[config.mk]
export PLATFORM = sky130hd
export DESIGN_NAME = smsms_top
export DESIGN_NICKNAME = d
export VERILOG_FILES = /design/src/smsms_pkg.sv /design/src/smsms_top.sv
export SDC_FILE = /design/constraint.sdc
export NUM_CORES = 1
export LEC_CHECK = 0
export ABC_AREA = 1
export BUFFER_PORTS_ARGS = -buffer_cell sky130_fd_sc_hd__clkbuf_2
export CORE_UTILIZATION = 47
export CTS_CLUSTER_DIAMETER = 40
export DETAILED_ROUTE_END_ITERATION = 16
export GPL_ROUTABILITY_DRIVEN = 0
export GPL_TIMING_DRIVEN = 0
export PLACE_DENSITY = 0.68
export SYNTH_ARGS = -nofsm -noshare
export SYNTH_HDL_FRONTEND = slang
export SYNTH_SLANG_ARGS = --single-unit
[constraint.sdc]
create_clock -name sys_clk -period 3.3 [get_ports sys_clk]
set_input_delay 0.825 -clock sys_clk [delete_from_list [all_inputs] [get_ports sys_clk]]
set_output_delay 0.825 -clock sys_clk [all_outputs]
set_load 0.01 [all_outputs]
[src/smsms_pkg.sv]
// ----------------------------------------------------------------
// Shared constants for the stop-mode supply sequencer
// ----------------------------------------------------------------
package smsms_pkg;

  // System clock period
  localparam int CLK_PERIOD_NS       = 50;

  // Supply warning qualifying time, least time rounds up
  localparam int WARN_QUAL_NS        = 10000;
  localparam int WARN_QUAL_CYC       = (WARN_QUAL_NS + CLK_PERIOD_NS - 1) / CLK_PERIOD_NS;
  localparam int QUAL_W              = 8;

  // Crystal settle time, least time rounds up
  localparam int XTAL_SETTLE_US      = 2000;
  localparam int XTAL_SETTLE_CYC_DEF = (XTAL_SETTLE_US * 1000 + CLK_PERIOD_NS - 1) / CLK_PERIOD_NS;
  localparam int CYC_W               = 17;

  // Pin or watchdog reset release delay, well under 20 cycles
  localparam int EXT_REL_CYC         = 4;

  // Periodic check: ring ticks before decision, shift base of interval
  localparam int CHECK_LAST_TICK     = 2;
  localparam int PER_BASE_SHIFT      = 10;

  // Register byte addresses
  localparam logic [7:0] ADDR_CTRL   = 8'h00;
  localparam logic [7:0] ADDR_STATUS = 8'h04;
  localparam logic [7:0] ADDR_MASK   = 8'h08;
  localparam logic [7:0] ADDR_WAKE   = 8'h0C;
  localparam logic [7:0] ADDR_STATE  = 8'h10;

  // Control register layout and reset value
  localparam int         CTRL_W      = 3;
  localparam int         CTRL_MONOFF = 0;
  localparam int         CTRL_SEL_LO = 1;
  localparam logic [2:0] CTRL_RST    = 3'h1;

  // Status and mask layout
  localparam int         STAT_W      = 4;
  localparam int         ST_WARN     = 0;
  localparam int         ST_WAKE     = 1;
  localparam int         ST_PFRST    = 2;
  localparam int         ST_POR      = 3;
  localparam logic [3:0] STAT_RST    = 4'h0;
  localparam logic [3:0] MASK_RST    = 4'h0;
  localparam logic [15:0] WAKE_RST   = 16'h0000;

  // Start addresses handed to the core on release
  localparam logic [15:0] ROM_RESUME_ADDR   = 16'h8000;
  localparam logic [15:0] NORMAL_START_ADDR = 16'h0000;

  // Synchroniser bit positions
  localparam int SY_WARN = 0;
  localparam int SY_RST  = 1;
  localparam int SY_POR  = 2;
  localparam int SY_EXT  = 3;
  localparam int SY_IRQ  = 4;
  localparam int SY_RING = 5;
  localparam int SY_W    = 6;

  // Sync value after reset: below power-on only, reset pin released, so boot waits for real levels
  localparam logic [SY_W-1:0] SYNC_RST = 6'h0C;

  // Sequencer states
  typedef enum logic [3:0] {
    S_POR_HOLD,
    S_BOOT_WARM,
    S_RUN,
    S_STOP,
    S_WAKE_XTAL,
    S_PF_RESET,
    S_PF_CHECK,
    S_PF_XTAL,
    S_EXT_HOLD,
    S_EXT_REL
  } smsms_state_e;

endpackage : smsms_pkg

[src/smsms_top.sv]
`timescale 1ns/10ps
// How it works
// Reset holds pins floating, pullups off
// Stop halts core; wakes on IRQ, warning, reset
// Ring-clocked wake timer, 125us steps
// Monitor always on outside stop, POR hold and periodic fail reset
// Monitor-off-in-stop bit resets to one
// Monitor off: no warning, no reset
// Power-on reset still acts in stop
// Monitor on before stop exit; flag, reset
// Fail reset: continuous or 2^11..2^13 checks
// Check two ticks, extend one if good
// Good third tick: warm crystal, start 8000h
// Fail reset: regulator, crystal off
// Pin/watchdog reset keeps everything running
// Pin/watchdog release under 20 cycles
// Qualified warning sets flag, keeps running
// Short dips are ignored
// Warning in stop: warm crystal, then exit
// Below power-on level: hold reset
// Ring counter times checks and wake
module smsms_top
  import smsms_pkg::*;
#(
  parameter int XTAL_SETTLE_CYC = XTAL_SETTLE_CYC_DEF
)(
  input  wire logic        sys_clk,         // System clock, 20 MHz
  input  wire logic        rst_b,           // Async reset, active low
  input  wire logic        psel,            // APB select
  input  wire logic        penable,         // APB enable
  input  wire logic        pwrite,          // APB direction
  input  wire logic [7:0]  paddr,           // APB byte address
  input  wire logic [31:0] pwdata,          // APB write data
  output logic      [31:0] prdata,          // APB read data
  output logic             pready,          // APB ready
  output logic             pslverr,         // APB error, unmapped
  input  wire logic        belowWarnAsync,  // Supply below warning level
  input  wire logic        belowRstAsync,   // Supply below reset level
  input  wire logic        belowPorAsync,   // Supply below power-on level
  input  wire logic        extResetPin_b,   // Reset pin, active low
  input  wire logic        extIrqAsync,     // External I/O interrupt
  input  wire logic        ringOsc,         // 8 kHz ring oscillator
  input  wire logic        watchdogRst,     // Watchdog reset request
  input  wire logic        stopReq,         // Core asks for stop, pulse
  output logic             monitorEn,       // Supply monitor power
  output logic             regulatorEn,     // Internal regulator enable
  output logic             xtalEn,          // Crystal oscillator enable
  output logic             cpuReset,        // Core held in reset
  output logic             cpuHalt,         // Core halted in stop
  output logic             portsFloat,      // Pins hi-Z, pullups off
  output logic      [15:0] resumeAddr,      // Core start address
  output logic             irq              // Level interrupt
);

  // ----------------------------------------------------------------
  // Input synchronisers
  // ----------------------------------------------------------------
  logic [SY_W-1:0]   syncA_ff;
  logic [SY_W-1:0]   syncB_ff;
  logic              ringPrev_ff;
  logic              belowWarn;
  logic              belowRst;
  logic              belowPor;
  logic              extSrc;
  logic              extIrq;
  logic              ringTick;

  // Two stages for every pin-side level
  always_ff @(posedge sys_clk or negedge rst_b)
  begin
    if (!rst_b)
    begin
      syncA_ff    <= SYNC_RST;
      syncB_ff    <= SYNC_RST;
      ringPrev_ff <= 1'b0;
    end
    else
    begin
      syncA_ff    <= {ringOsc, extIrqAsync, extResetPin_b, belowPorAsync, belowRstAsync, belowWarnAsync};
      syncB_ff    <= syncA_ff;
      ringPrev_ff <= syncB_ff[SY_RING];
    end
  end

  // Reset value reads below power-on, so no boot before real levels arrive
  assign belowWarn = syncB_ff[SY_WARN];
  assign belowRst  = syncB_ff[SY_RST];
  assign belowPor  = syncB_ff[SY_POR];
  assign extSrc    = !syncB_ff[SY_EXT] || watchdogRst;
  assign extIrq    = syncB_ff[SY_IRQ];
  assign ringTick  = syncB_ff[SY_RING] && !ringPrev_ff;

  // ----------------------------------------------------------------
  // Registers and state
  // ----------------------------------------------------------------
  smsms_state_e         state_ff;
  smsms_state_e         nxtState;
  logic [CTRL_W-1:0]    ctrl_ff;
  logic [STAT_W-1:0]    status_ff;
  logic [STAT_W-1:0]    mask_ff;
  logic [15:0]          wakeIntv_ff;
  logic [15:0]          ringCnt_ff;
  logic [CYC_W-1:0]     cycCnt_ff;
  logic [QUAL_W-1:0]    warnCnt_ff;
  logic [QUAL_W-1:0]    rstCnt_ff;
  logic [15:0]          resumeAddr_ff;
  logic [31:0]          prdata_ff;

  // Saturating qualification counter step
  function automatic logic [QUAL_W-1:0] qualStep(input logic cond, input logic [QUAL_W-1:0] cnt);
    qualStep = !cond ? '0 : (cnt == QUAL_W'(WARN_QUAL_CYC)) ? cnt : cnt + 1'b1;
  endfunction : qualStep

  // ----------------------------------------------------------------
  // State decode
  // ----------------------------------------------------------------
  logic monOffInStop;
  logic contMode;
  logic clocksOn;
  logic stateChg;
  logic xtalDone;
  logic extRelDone;
  logic [15:0] periodLast;

  assign monOffInStop = ctrl_ff[CTRL_MONOFF];
  assign contMode     = ctrl_ff[CTRL_SEL_LO +: 2] == 2'b00;
  assign periodLast   = (16'h0001 << (4'(PER_BASE_SHIFT) + {2'b00, ctrl_ff[CTRL_SEL_LO +: 2]})) - 16'h0001;
  assign stateChg     = nxtState != state_ff;
  assign xtalDone     = cycCnt_ff == CYC_W'(XTAL_SETTLE_CYC - 1);
  assign extRelDone   = cycCnt_ff == CYC_W'(EXT_REL_CYC - 1);

  // Monitor on everywhere but stop (bit), fail reset (periodic) and POR
  assign monitorEn = (state_ff == S_STOP)     ? !monOffInStop :
                     (state_ff == S_PF_RESET) ? contMode :
                     (state_ff != S_POR_HOLD);

  // Regulator and crystal only run where code runs or is about to
  assign clocksOn    = state_ff inside {S_RUN, S_BOOT_WARM, S_WAKE_XTAL, S_PF_XTAL, S_EXT_HOLD, S_EXT_REL};
  assign regulatorEn = clocksOn;
  assign xtalEn      = clocksOn;
  assign cpuReset    = state_ff inside {S_POR_HOLD, S_BOOT_WARM, S_PF_RESET, S_PF_CHECK, S_PF_XTAL,
                                        S_EXT_HOLD, S_EXT_REL};
  assign cpuHalt     = state_ff inside {S_STOP, S_WAKE_XTAL};
  assign portsFloat  = cpuReset;
  assign resumeAddr  = resumeAddr_ff;

  // ----------------------------------------------------------------
  // Supply qualification
  // ----------------------------------------------------------------
  logic warnCond;
  logic rstCond;
  logic warnHit;
  logic warnQual;
  logic rstQual;
  logic wakeHit;

  // Comparators only count while the monitor is powered
  assign warnCond = monitorEn && belowWarn && !belowRst;
  assign rstCond  = monitorEn && belowRst;
  assign warnHit  = warnCond && warnCnt_ff == QUAL_W'(WARN_QUAL_CYC - 1);
  assign warnQual = warnCond && warnCnt_ff >= QUAL_W'(WARN_QUAL_CYC - 1);
  assign rstQual  = rstCond && rstCnt_ff >= QUAL_W'(WARN_QUAL_CYC - 1);
  assign wakeHit  = state_ff == S_STOP && ringTick && wakeIntv_ff != 16'h0000
                    && ringCnt_ff == wakeIntv_ff - 16'h0001;

  // ----------------------------------------------------------------
  // Sequencer next state
  // ----------------------------------------------------------------
  always_comb
  begin
    nxtState = state_ff;
    case (state_ff)
      S_POR_HOLD:
        if (!belowPor)
          nxtState = S_BOOT_WARM;
      S_BOOT_WARM:
        if (xtalDone && !belowRst)
          nxtState = S_RUN;
      S_RUN:
        if (rstQual)
          nxtState = S_PF_RESET;
        else if (stopReq)
          nxtState = S_STOP;
      S_STOP:
        if (rstQual)
          nxtState = S_PF_RESET;
        else if (extIrq || wakeHit || warnQual)
          nxtState = S_WAKE_XTAL;
      S_WAKE_XTAL:
        if (xtalDone)
          nxtState = belowRst ? S_PF_RESET : S_RUN;
      S_PF_RESET:
        if (contMode || (ringTick && ringCnt_ff == periodLast))
          nxtState = S_PF_CHECK;
      S_PF_CHECK:
        if (ringTick && !belowRst && ringCnt_ff == 16'(CHECK_LAST_TICK))
          nxtState = S_PF_XTAL;
        else if (ringTick && belowRst && !contMode)
          nxtState = S_PF_RESET;
      S_PF_XTAL:
        if (belowRst)
          nxtState = S_PF_RESET;
        else if (xtalDone)
          nxtState = S_RUN;
      S_EXT_HOLD:
        if (!extSrc)
          nxtState = S_EXT_REL;
      S_EXT_REL:
        if (extSrc)
          nxtState = S_EXT_HOLD;
        else if (extRelDone)
          nxtState = S_RUN;
      default:
        nxtState = S_POR_HOLD;
    endcase
    if (extSrc && state_ff inside {S_RUN, S_STOP, S_WAKE_XTAL})
      nxtState = S_EXT_HOLD;
    if (belowPor)
      nxtState = S_POR_HOLD;
  end

  // ----------------------------------------------------------------
  // Counters
  // ----------------------------------------------------------------
  logic [15:0]      nxt_ringCnt;
  logic [CYC_W-1:0] nxt_cycCnt;

  // Ring count restarts on a failed check; it also times the wake-up
  assign nxt_ringCnt = (stateChg || (state_ff == S_PF_CHECK && ringTick && belowRst)) ? 16'h0000 :
                       ringTick ? ringCnt_ff + 16'h0001 : ringCnt_ff;
  assign nxt_cycCnt  = stateChg ? '0 : (&cycCnt_ff) ? cycCnt_ff : cycCnt_ff + 1'b1;

  always_ff @(posedge sys_clk or negedge rst_b)
  begin
    if (!rst_b)
    begin
      state_ff   <= S_POR_HOLD;
      ringCnt_ff <= 16'h0000;
      cycCnt_ff  <= '0;
      warnCnt_ff <= '0;
      rstCnt_ff  <= '0;
    end
    else
    begin
      state_ff   <= nxtState;
      ringCnt_ff <= nxt_ringCnt;
      cycCnt_ff  <= nxt_cycCnt;
      warnCnt_ff <= qualStep(warnCond, warnCnt_ff);
      rstCnt_ff  <= qualStep(rstCond, rstCnt_ff);
    end
  end

  // ----------------------------------------------------------------
  // Start address on release
  // ----------------------------------------------------------------
  logic [15:0] nxt_resumeAddr;

  assign nxt_resumeAddr = (state_ff == S_PF_XTAL && nxtState == S_RUN) ? ROM_RESUME_ADDR :
                          (state_ff inside {S_BOOT_WARM, S_EXT_REL} && nxtState == S_RUN) ? NORMAL_START_ADDR :
                          resumeAddr_ff;

  always_ff @(posedge sys_clk or negedge rst_b)
  begin
    if (!rst_b)
      resumeAddr_ff <= NORMAL_START_ADDR;
    else
      resumeAddr_ff <= nxt_resumeAddr;
  end

  // ----------------------------------------------------------------
  // APB slave
  // ----------------------------------------------------------------
  logic              apbSetup;
  logic              apbAccess;
  logic              selCtrl;
  logic              selStatus;
  logic              selMask;
  logic              selWake;
  logic              selState;
  logic              mapped;
  logic [31:0]       rdMux;
  logic [STAT_W-1:0] statSet;
  logic [STAT_W-1:0] statClr;

  assign apbSetup  = psel && !penable;
  assign apbAccess = psel && penable;
  assign selCtrl   = paddr == ADDR_CTRL;
  assign selStatus = paddr == ADDR_STATUS;
  assign selMask   = paddr == ADDR_MASK;
  assign selWake   = paddr == ADDR_WAKE;
  assign selState  = paddr == ADDR_STATE;
  assign mapped    = selCtrl || selStatus || selMask || selWake || selState;
  assign pready    = 1'b1;
  assign pslverr   = apbAccess && !mapped;
  assign prdata    = prdata_ff;

  // Read data is captured in setup so the access phase answers at once
  assign rdMux = selCtrl   ? {29'h0, ctrl_ff} :
                 selStatus ? {28'h0, status_ff} :
                 selMask   ? {28'h0, mask_ff} :
                 selWake   ? {16'h0, wakeIntv_ff} :
                 selState  ? {25'h0, belowPor, belowRst, belowWarn, 4'(state_ff)} : 32'h0;

  // Events into the sticky status; the exit check also flags a warning
  assign statSet[ST_WARN]  = (warnHit && state_ff inside {S_RUN, S_STOP})
                             || (state_ff == S_WAKE_XTAL && nxtState == S_RUN && belowWarn);
  assign statSet[ST_WAKE]  = wakeHit;
  assign statSet[ST_PFRST] = nxtState == S_PF_RESET && !(state_ff inside {S_PF_RESET, S_PF_CHECK});
  assign statSet[ST_POR]   = nxtState == S_POR_HOLD && state_ff != S_POR_HOLD;

  // Only bits already shown to software are cleared, so late events stay
  assign statClr = (apbAccess && !pwrite && selStatus) ? prdata_ff[STAT_W-1:0] : '0;

  always_ff @(posedge sys_clk or negedge rst_b)
  begin
    if (!rst_b)
    begin
      ctrl_ff     <= CTRL_RST;
      status_ff   <= STAT_RST;
      mask_ff     <= MASK_RST;
      wakeIntv_ff <= WAKE_RST;
      prdata_ff   <= 32'h0;
    end
    else
    begin
      if (apbAccess && pwrite && selCtrl)
        ctrl_ff <= pwdata[CTRL_W-1:0];
      if (apbAccess && pwrite && selMask)
        mask_ff <= pwdata[STAT_W-1:0];
      if (apbAccess && pwrite && selWake)
        wakeIntv_ff <= pwdata[15:0];
      if (apbSetup)
        prdata_ff <= rdMux;
      status_ff <= (status_ff & ~statClr) | statSet;
    end
  end

  // Level interrupt from unmasked sticky bits
  assign irq = |(status_ff & mask_ff);
endmodule : smsms_top

After elaboration in Yosys (flattened, before gate mapping)
Cells that the tools add are included.
{"block": "classes", "reduce_logical": 71, "eq_ne": 27, "n_shift": 1, "n_bitwise": 4, "n_lt_le_gt_ge": 2, "n_mux": 36, "n_addsub": 7}
{"op": "$mux 16", "n": 8}
{"op": "$mux 4", "n": 17}
{"op": "$pmux 4 s10", "n": 1}
{"op": "$logic_and 1x1->1", "n": 35}
{"op": "$mux 17", "n": 2}
{"op": "$eq 16x16->1", "n": 2}
{"op": "$mux 8", "n": 4}
{"op": "$sub 16x1->16 const B", "n": 2}
{"op": "$eq 8x8->1 const B", "n": 3}
{"op": "$eq 4x3->1 const B", "n": 5}
{"op": "$add 17x1->17 const B", "n": 1}
{"op": "$eq 17x16->1 const B", "n": 1}
{"op": "$eq 17x2->1 const B", "n": 1}
{"op": "$reduce_and 17->1", "n": 1}
{"op": "$add 16x1->16 const B", "n": 1}
{"op": "$add 8x1->8 const B", "n": 2}
{"op": "$eq 16x2->1 const B", "n": 1}
{"op": "$eq 8x4->1 const B", "n": 2}
{"op": "$ge 8x8->1 const B", "n": 2}
{"op": "$reduce_bool 16->1", "n": 1}
{"op": "$shl 1x4->16 const A", "n": 1}
{"op": "$eq 4x2->1 const B", "n": 3}
{"op": "$reduce_bool 2->1", "n": 6}
{"op": "$logic_or 1x1->1", "n": 10}
{"op": "other kinds (22)", "n": 36}
{"block": "word_totals", "input_bits": 53, "register_bits": 141}

Logic depth before layout (Yosys ltp)
{"block": "logic_depth", "ltp_word": 17, "depth_mapped": 23, "depth_no_buf": 22}

Worst setup path before layout
No wires, ideal clock.
{"block": "synth_timing", "path_type": "reg-to-reg", "start": "register wakeIntv_ff[0]", "end": "register ringCnt_ff[0]", "n_path_buf": 1, "period_less_slack_ns": 2.418, "setup_ns": 0.073, "slack_ns": 0.882, "path_stages_with_launch": 23, "arrival_time_ns": 2.345, "t_required_ns": 3.227, "cell_sequence": "dfrtp_1 > inv_1 > ha_1 > nand2_1 > inv_1 > nor2_1 > nand2_1 > nor2_1 > nand3_1 > nor2_1 > nand2_1 > nor2_1 > nand3_1 > nand3_1 > nand2_1 > nand2_1 > nand2_1 > nand2_1 > nand3_2 > nor2_4 > nand2_2 > buf_6 > a21oi_2"}
{"block": "synth_via", "elab_chain_cells": 13, "elab_cells_between_ends": 16}
{"element": "start, declared", "line": "smsms_top.sv:101", "rtl": "logic [15:0] wakeIntv_ff;"}
{"element": "start signal, assigned", "line": "smsms_top.sv:331", "rtl": "wakeIntv_ff <= pwdata[15:0];"}
{"element": "$sub 16x1->16 or $reduce_bool 16->1 (tied branches)", "line": "smsms_top.sv:164, smsms_top.sv:163"}
{"element": "$eq 16x16->1 or $logic_and 1x1->1 (tied branches)", "line": "smsms_top.sv:164, smsms_top.sv:163"}
{"element": "$logic_and 1x1->1 (*)", "line": "smsms_top.sv:164", "rtl": "&& ringCnt_ff == wakeIntv_ff - 16'h0001;"}
{"element": "$logic_or 1x1->1 (*) (2 in a row)", "line": "smsms_top.sv:187", "rtl": "else if (extIrq || wakeHit || warnQual)"}
{"element": "$mux 4 (*)", "line": "smsms_top.sv:187"}
{"element": "$mux 4 (*)", "line": "smsms_top.sv:185", "rtl": "if (rstQual)"}
{"element": "$pmux 4 s10 (*)", "line": "smsms_top.sv:172", "rtl": "case (state_ff)"}
{"element": "$mux 4 (*)", "line": "smsms_top.sv:216", "rtl": "if (extSrc && state_ff inside {S_RUN, S_STOP, S_WAKE_XTAL})"}
{"element": "$mux 4 (*)", "line": "smsms_top.sv:218", "rtl": "if (belowPor)"}
{"element": "$ne 4x4->1 (*)", "line": "smsms_top.sv:128", "rtl": "assign stateChg = nxtState != state_ff;"}
{"element": "$logic_or 1x1->1 (*)", "line": "smsms_top.sv:229", "rtl": "assign nxt_ringCnt = (stateChg || (state_ff == S_PF_CHECK && ringTick && belowRst)) ? 16'h0000 :"}
{"element": "$mux 16 or $reduce_bool 2->1 (tied branches)"}
{"element": "end signal, assigned", "line": "smsms_top.sv:246", "rtl": "ringCnt_ff <= nxt_ringCnt;"}
{"element": "end, declared", "line": "smsms_top.sv:102", "rtl": "logic [15:0] ringCnt_ff;"}
Every way passes the cells marked *; elsewhere a longest branch is shown, timed or not.
A chain may end at the register's enable or synchronous reset.

Final worst setup path
{"block": "layout_timing", "start": "register ctrl_ff[1]", "end": "register ringCnt_ff[7]"}
{"block": "layout_via", "elab_chain_cells": 15, "elab_cells_between_ends": 30}
{"element": "start, declared", "line": "smsms_top.sv:98", "rtl": "logic [CTRL_W-1:0] ctrl_ff;"}
{"element": "start signal, assigned", "line": "smsms_top.sv:327", "rtl": "ctrl_ff <= pwdata[CTRL_W-1:0];"}
{"element": "branches (longest 9 deep; another with $sub 16x1->16)"}
{"element": "$pmux 4 s10 (*)", "line": "smsms_top.sv:172"}
{"element": "$mux 4 (*)", "line": "smsms_top.sv:216"}
{"element": "$mux 4 (*)", "line": "smsms_top.sv:218"}
{"element": "$ne 4x4->1 (*)", "line": "smsms_top.sv:128"}
{"element": "$logic_or 1x1->1 (*)", "line": "smsms_top.sv:229"}
{"element": "$mux 16 or $reduce_bool 2->1 (tied branches)"}
Every way passes the cells marked *.

==> run_summary.xml <==
<?xml version="1.0" encoding="UTF-8"?>
<metrics>
  <group name="worst_hold_path">
    <metric name="timing.hold.worst.start" unit="">syncA_ff[4]</metric>
    <metric name="hold_class" unit="">reg2reg</metric>
  </group>
  <group name="floorplan">
    <metric name="fp-row-count" unit="">42</metric>
    <metric name="floorplan.initialDensity" unit="">0.491</metric>
    <metric name="num_io_pins" unit="">110</metric>
    <metric name="fp.dieW" unit="microns">121</metric>
    <metric name="fp.dieArea" unit="sq mm">0.0145</metric>
    <metric name="dieHeight" unit="microns">121</metric>
    <metric name="placeableCoreArea" unit="sq mm">0.0135</metric>
  </group>
  <group name="worst_setup_path">
    <metric name="largest_stage_delay_worst_path" unit="ns">0.43</metric>
    <metric name="endpoint_kind" unit="">register</metric>
    <metric name="critical_path.startpoint_type" unit="">register</metric>
    <metric name="crit-reg2reg-launch" unit="">ctrl_ff[1]</metric>
    <metric name="path_class" unit="">reg2reg</metric>
    <metric name="timing.critical_path.fanout_max" unit="">10</metric>
    <metric name="critPathLaunch" unit="">ctrl_ff[1]</metric>
    <metric name="standard_cell_with_the_maximum_stage_delay_on_the_critical_path" unit="">sky130_fd_sc_hd__dfrtp_1</metric>
    <metric name="timing.critical_path.max_delay_family" unit="">simple AND/OR/NAND/NOR gates</metric>
    <metric name="worst-endpoint-required" unit="ns">3.59</metric>
    <metric name="worst-endpoint-arrival" unit="ns">3.26</metric>
    <metric name="critical_path.cell_chain" unit="">nor2_1, inv_1, nand2_1, nand2_1, a21oi_2, nand3_4, nor2_1, nor2_1, nand3_1, nand2_1, nand2_1, nand2_1, nand2_1, nand3_1, nor2_4, nand2_2, buf_6, nor2_1</metric>
    <metric name="crit_path_top_cell_by_count" unit="">sky130_fd_sc_hd__nand2_1</metric>
    <metric name="critical_path.n_buffers_inverters" unit="">2</metric>
  </group>
  <group name="clocking">
    <metric name="clk_transition_reported_paths" unit="ns">0.07</metric>
    <metric name="cts.sink_count" unit="">110</metric>
    <metric name="tritoncts" unit="">built</metric>
    <metric name="worstSkewPairLatency" unit="ns">0.36</metric>
    <metric name="cts_max_path_buffers" unit="">2</metric>
    <metric name="post-cts-setup-buffer-count" unit="">0</metric>
    <metric name="h-tree-depth" unit="">3</metric>
    <metric name="cts_inserted_buffers" unit="">9</metric>
    <metric name="cts.root.buffer_cell" unit="">sky130_fd_sc_hd__clkbuf_16</metric>
  </group>
  <group name="final_layout">
    <metric name="post-route-cell-area" unit="sq mm">0.00755</metric>
    <metric name="final_core_util" unit="">0.561</metric>
    <metric name="area_delta_synth_final" unit="%">14.2</metric>
    <metric name="finalNetCount" unit="">1070</metric>
    <metric name="post_route_cells_drive_above_1_share" unit="">0.142</metric>
    <metric name="antenna-diode-count" unit="">0</metric>
  </group>
  <group name="global_routing">
    <metric name="grt_first_pass_wirelength" unit="microns">25000</metric>
    <metric name="grt_max_degree" unit="">111</metric>
    <metric name="globalRouteOverflowTotal" unit="">0</metric>
    <metric name="antenna_found_initial" unit="">0</metric>
    <metric name="grt_pass1_vias" unit="">5196</metric>
    <metric name="grt_usage" unit="">0.219</metric>
  </group>
  <group name="timing">
    <metric name="worst_slack" unit="ns">0.328</metric>
    <metric name="maxSlewHeadroom" unit="">0.423</metric>
    <metric name="worst_slew_pin_slew" unit="ns">0.866</metric>
    <metric name="final-hold-violation-count" unit="">0</metric>
    <metric name="grt_setup_unrepaired" unit="">no</metric>
    <metric name="max_freq" unit="MHz">337</metric>
    <metric name="min_period" unit="ns">2.97</metric>
    <metric name="timing.clock.skew" unit="ns">0.0135</metric>
    <metric name="drv_slew" unit="">0</metric>
    <metric name="setup_viol_count_final" unit="">0</metric>
    <metric name="layout_worst_path_cycle_share" unit="">0.900</metric>
  </group>
  <group name="flow_run">
    <metric name="max-cap-violations" unit="">0</metric>
  </group>
  <group name="drt">
    <metric name="first_iter_violations" unit="">396</metric>
    <metric name="postRouteWirelength" unit="microns">15100</metric>
    <metric name="wl_per_cell" unit="microns">12.7</metric>
    <metric name="drc_errors" unit="">0</metric>
    <metric name="vias_per_std_cell" unit="">4.94</metric>
    <metric name="initial_drt_pass_iterations" unit="">5</metric>
    <metric name="ant_nets" unit="">0</metric>
    <metric name="via_count" unit="">5865</metric>
  </group>
  <group name="synthesis">
    <metric name="cell_variety_after_synth" unit="">40</metric>
    <metric name="yosysSeqAreaShare" unit="">0.417</metric>
    <metric name="register_bit_total_from_synthesis" unit="">110</metric>
    <metric name="synthDominantAreaCellType" unit="">sky130_fd_sc_hd__dfrtp_1</metric>
    <metric name="yosysWarningCount" unit="">0</metric>
    <metric name="synthesis.instances" unit="">902</metric>
    <metric name="yosys-mux-area-fraction" unit="">0</metric>
    <metric name="synth_common_cells" unit="">sky130_fd_sc_hd__nand2_1 (208), sky130_fd_sc_hd__nor2_1 (129), sky130_fd_sc_hd__inv_1 (118)</metric>
    <metric name="synth-edff-count" unit="">0</metric>
    <metric name="synthDominantCellAreaShare" unit="">0.398</metric>
    <metric name="leading_cell_types_by_total_area_after_synthesis" unit="">sky130_fd_sc_hd__dfrtp_1 (40%), sky130_fd_sc_hd__nand2_1 (12%), sky130_fd_sc_hd__nor2_1 (7.3%), sky130_fd_sc_hd__inv_1 (6.7%), sky130_fd_sc_hd__nand3_1 (4.1%)</metric>
    <metric name="synth_xor_xnor_area_share" unit="">0.0464</metric>
    <metric name="yosysMostFrequentCell" unit="">sky130_fd_sc_hd__nand2_1</metric>
    <metric name="synth_top_family_by_area" unit="">simple AND/OR/NAND/NOR gates</metric>
    <metric name="synth-adder-area-share" unit="">0.0208</metric>
    <metric name="netlist_area" unit="sq mm">0.00661</metric>
    <metric name="syn_avg_cell_area" unit="sq um">7.33</metric>
    <metric name="synth_simple_gate_area_share" unit="">0.311</metric>
    <metric name="synth_compound_area_frac" unit="">0.0846</metric>
    <metric name="synthFlopType" unit="">sky130_fd_sc_hd__dfrtp_1</metric>
    <metric name="async_flop_share" unit="">1.00</metric>
  </group>
  <group name="placement">
    <metric name="placement.io_buffers" unit="">61</metric>
    <metric name="placed_area" unit="sq mm">0.00726</metric>
    <metric name="placement.setup.worst_slack" unit="ns">0.305</metric>
    <metric name="detailedPlacementHpwl" unit="microns">11600</metric>
  </group>
  <group name="power">
    <metric name="pwr_density_cell" unit="mW/mm^2">360</metric>
    <metric name="leakage" unit="uW">0.00376</metric>
    <metric name="vdd_drop_max" unit="mV">0.330</metric>
  </group>
  <group name="run_status">
    <metric name="result_of_the_run" unit="">finished clean</metric>
  </group>
</metrics>
## routing by layer
layer  wire, microns  global-route usage  vias to the layer above
met5               0                   0                        -
met4             215              0.0586                        0
met3             926              0.0476                       22
met2            6550               0.333                      178
met1            7430               0.315                     2650
li1                -                   -                     3015
## cells by family (layout without fill, tap and decap cells)
logic type               after synthesis  after routing
flip-flops                           110            110
AND/OR/NAND/NOR                      474            474
XOR/XNOR                              35             35
buffers and inverters                169            246
adder cells (fa/ha/maj)               11             11
other                                  2             34
AO/OA/AOI/OAI                        101            101
## state kept, by name, summed over array words and instances, names as in the netlist
register and count:
syncA_ff 6, warnCnt_ff 8, prdata 16, rstCnt_ff 8
wakeIntv_ff 16, ringCnt_ff 16, resumeAddr 1, ctrl_ff 3
mask_ff 4, status_ff 4, cycCnt_ff 17, ringPrev_ff 1
syncB_ff 6, state_ff 4
## what timing repair did
item	in CTS	in global routing
setup endpoints to repair	0	23
gates resized for setup	0	1
hold buffers	0	0
## power by group
| part | switching [uW] | leakage (uW) | internal (uW) | total [uW] |
|---|---|---|---|---|
| Combinational | 172 | 0.00223 | 102 | 273 |
| Sequential | 27.9 | 0.00141 | 1380 | 1410 |
| Clock | 502 | 0.000124 | 532 | 1030 |
## final timing paths
kind | end | depth (start not counted) | slack (ns)
worst max-delay path | ringCnt_ff[7] | 18 | 0.33
worst min-delay path | syncB_ff[4] | 0 | 0.35
worst max register to register | ringCnt_ff[7] | 18 | 0.33
worst min register to register | syncB_ff[4] | 0 | 0.35
max in group asynchronous | prdata[13] | 1 | 2.12
min in group asynchronous | rstCnt_ff[3] | 1 | 0.57
## cells in the final DEF, fill, tap and decap left out, types with 2 or more instances in the layout
cell / Yosys / routed
sky130_fd_sc_hd__nand3_1: 54 / 53
sky130_fd_sc_hd__dfrtp_1: 105 / 105
sky130_fd_sc_hd__or2_2: 2 / 2
sky130_fd_sc_hd__nor3_1: 38 / 38
sky130_fd_sc_hd__nand2_2: 3 / 3
sky130_fd_sc_hd__o211ai_1: 2 / 2
sky130_fd_sc_hd__nor3b_1: 6 / 6
sky130_fd_sc_hd__clkinvlp_4: 0 / 4
sky130_fd_sc_hd__clkbuf_8: 0 / 2
sky130_fd_sc_hd__xnor2_1: 8 / 8
sky130_fd_sc_hd__buf_2: 2 / 2
sky130_fd_sc_hd__buf_4: 34 / 34
sky130_fd_sc_hd__nand3_2: 1 / 2
sky130_fd_sc_hd__a21oi_2: 2 / 2
sky130_fd_sc_hd__o22ai_1: 5 / 5
sky130_fd_sc_hd__nand2_1: 208 / 208
sky130_fd_sc_hd__nor2_1: 129 / 129
sky130_fd_sc_hd__inv_2: 5 / 5
sky130_fd_sc_hd__a211oi_1: 3 / 3
sky130_fd_sc_hd__o221ai_1: 3 / 3
sky130_fd_sc_hd__clkbuf_1: 6 / 7
sky130_fd_sc_hd__xor2_1: 27 / 27
sky130_fd_sc_hd__clkbuf_2: 0 / 60
sky130_fd_sc_hd__conb_1: 2 / 34
sky130_fd_sc_hd__clkbuf_16: 0 / 9
sky130_fd_sc_hd__o21a_1: 2 / 2
sky130_fd_sc_hd__o21ai_0: 46 / 46
sky130_fd_sc_hd__dfstp_2: 5 / 5
sky130_fd_sc_hd__nor4_1: 4 / 4
sky130_fd_sc_hd__nand4_1: 17 / 17
sky130_fd_sc_hd__buf_6: 3 / 3
sky130_fd_sc_hd__nor2_2: 5 / 5
sky130_fd_sc_hd__a21oi_1: 34 / 34
sky130_fd_sc_hd__nor2_4: 3 / 3
sky130_fd_sc_hd__o21bai_1: 2 / 2
sky130_fd_sc_hd__ha_1: 11 / 11
sky130_fd_sc_hd__inv_1: 118 / 118
## per-stage QoR
step / instances / power, uW / hold slack [ns] / TNS, ns
CTS: 1187 / 2750 / 0.350 / 0
floorplan: 934 / 1610 / 0.331 / 0
detailed placement: 1171 / 1710 / 0.335 / 0
finish: 1187 / 2710 / 0.349 / 0
global route: 1187 / 2830 / 0.356 / 0
global placement: 1171 / 1710 / 0.336 / -20.04
## layout make-up
cell class / count / area (sq um)
Timing Repair Buffer: 61 / 314
Sequential cell: 110 / 2760
Inverter: 124 / 465
Buffer: 45 / 322
Clock buffer: 11 / 243
Clock inverter: 5 / 35.0
Multi-Input combinational cell: 655 / 3190
Fill cell: 1330 / 5910
Tap cell: 176 / 220
Power figures use the tool's default switching activity.
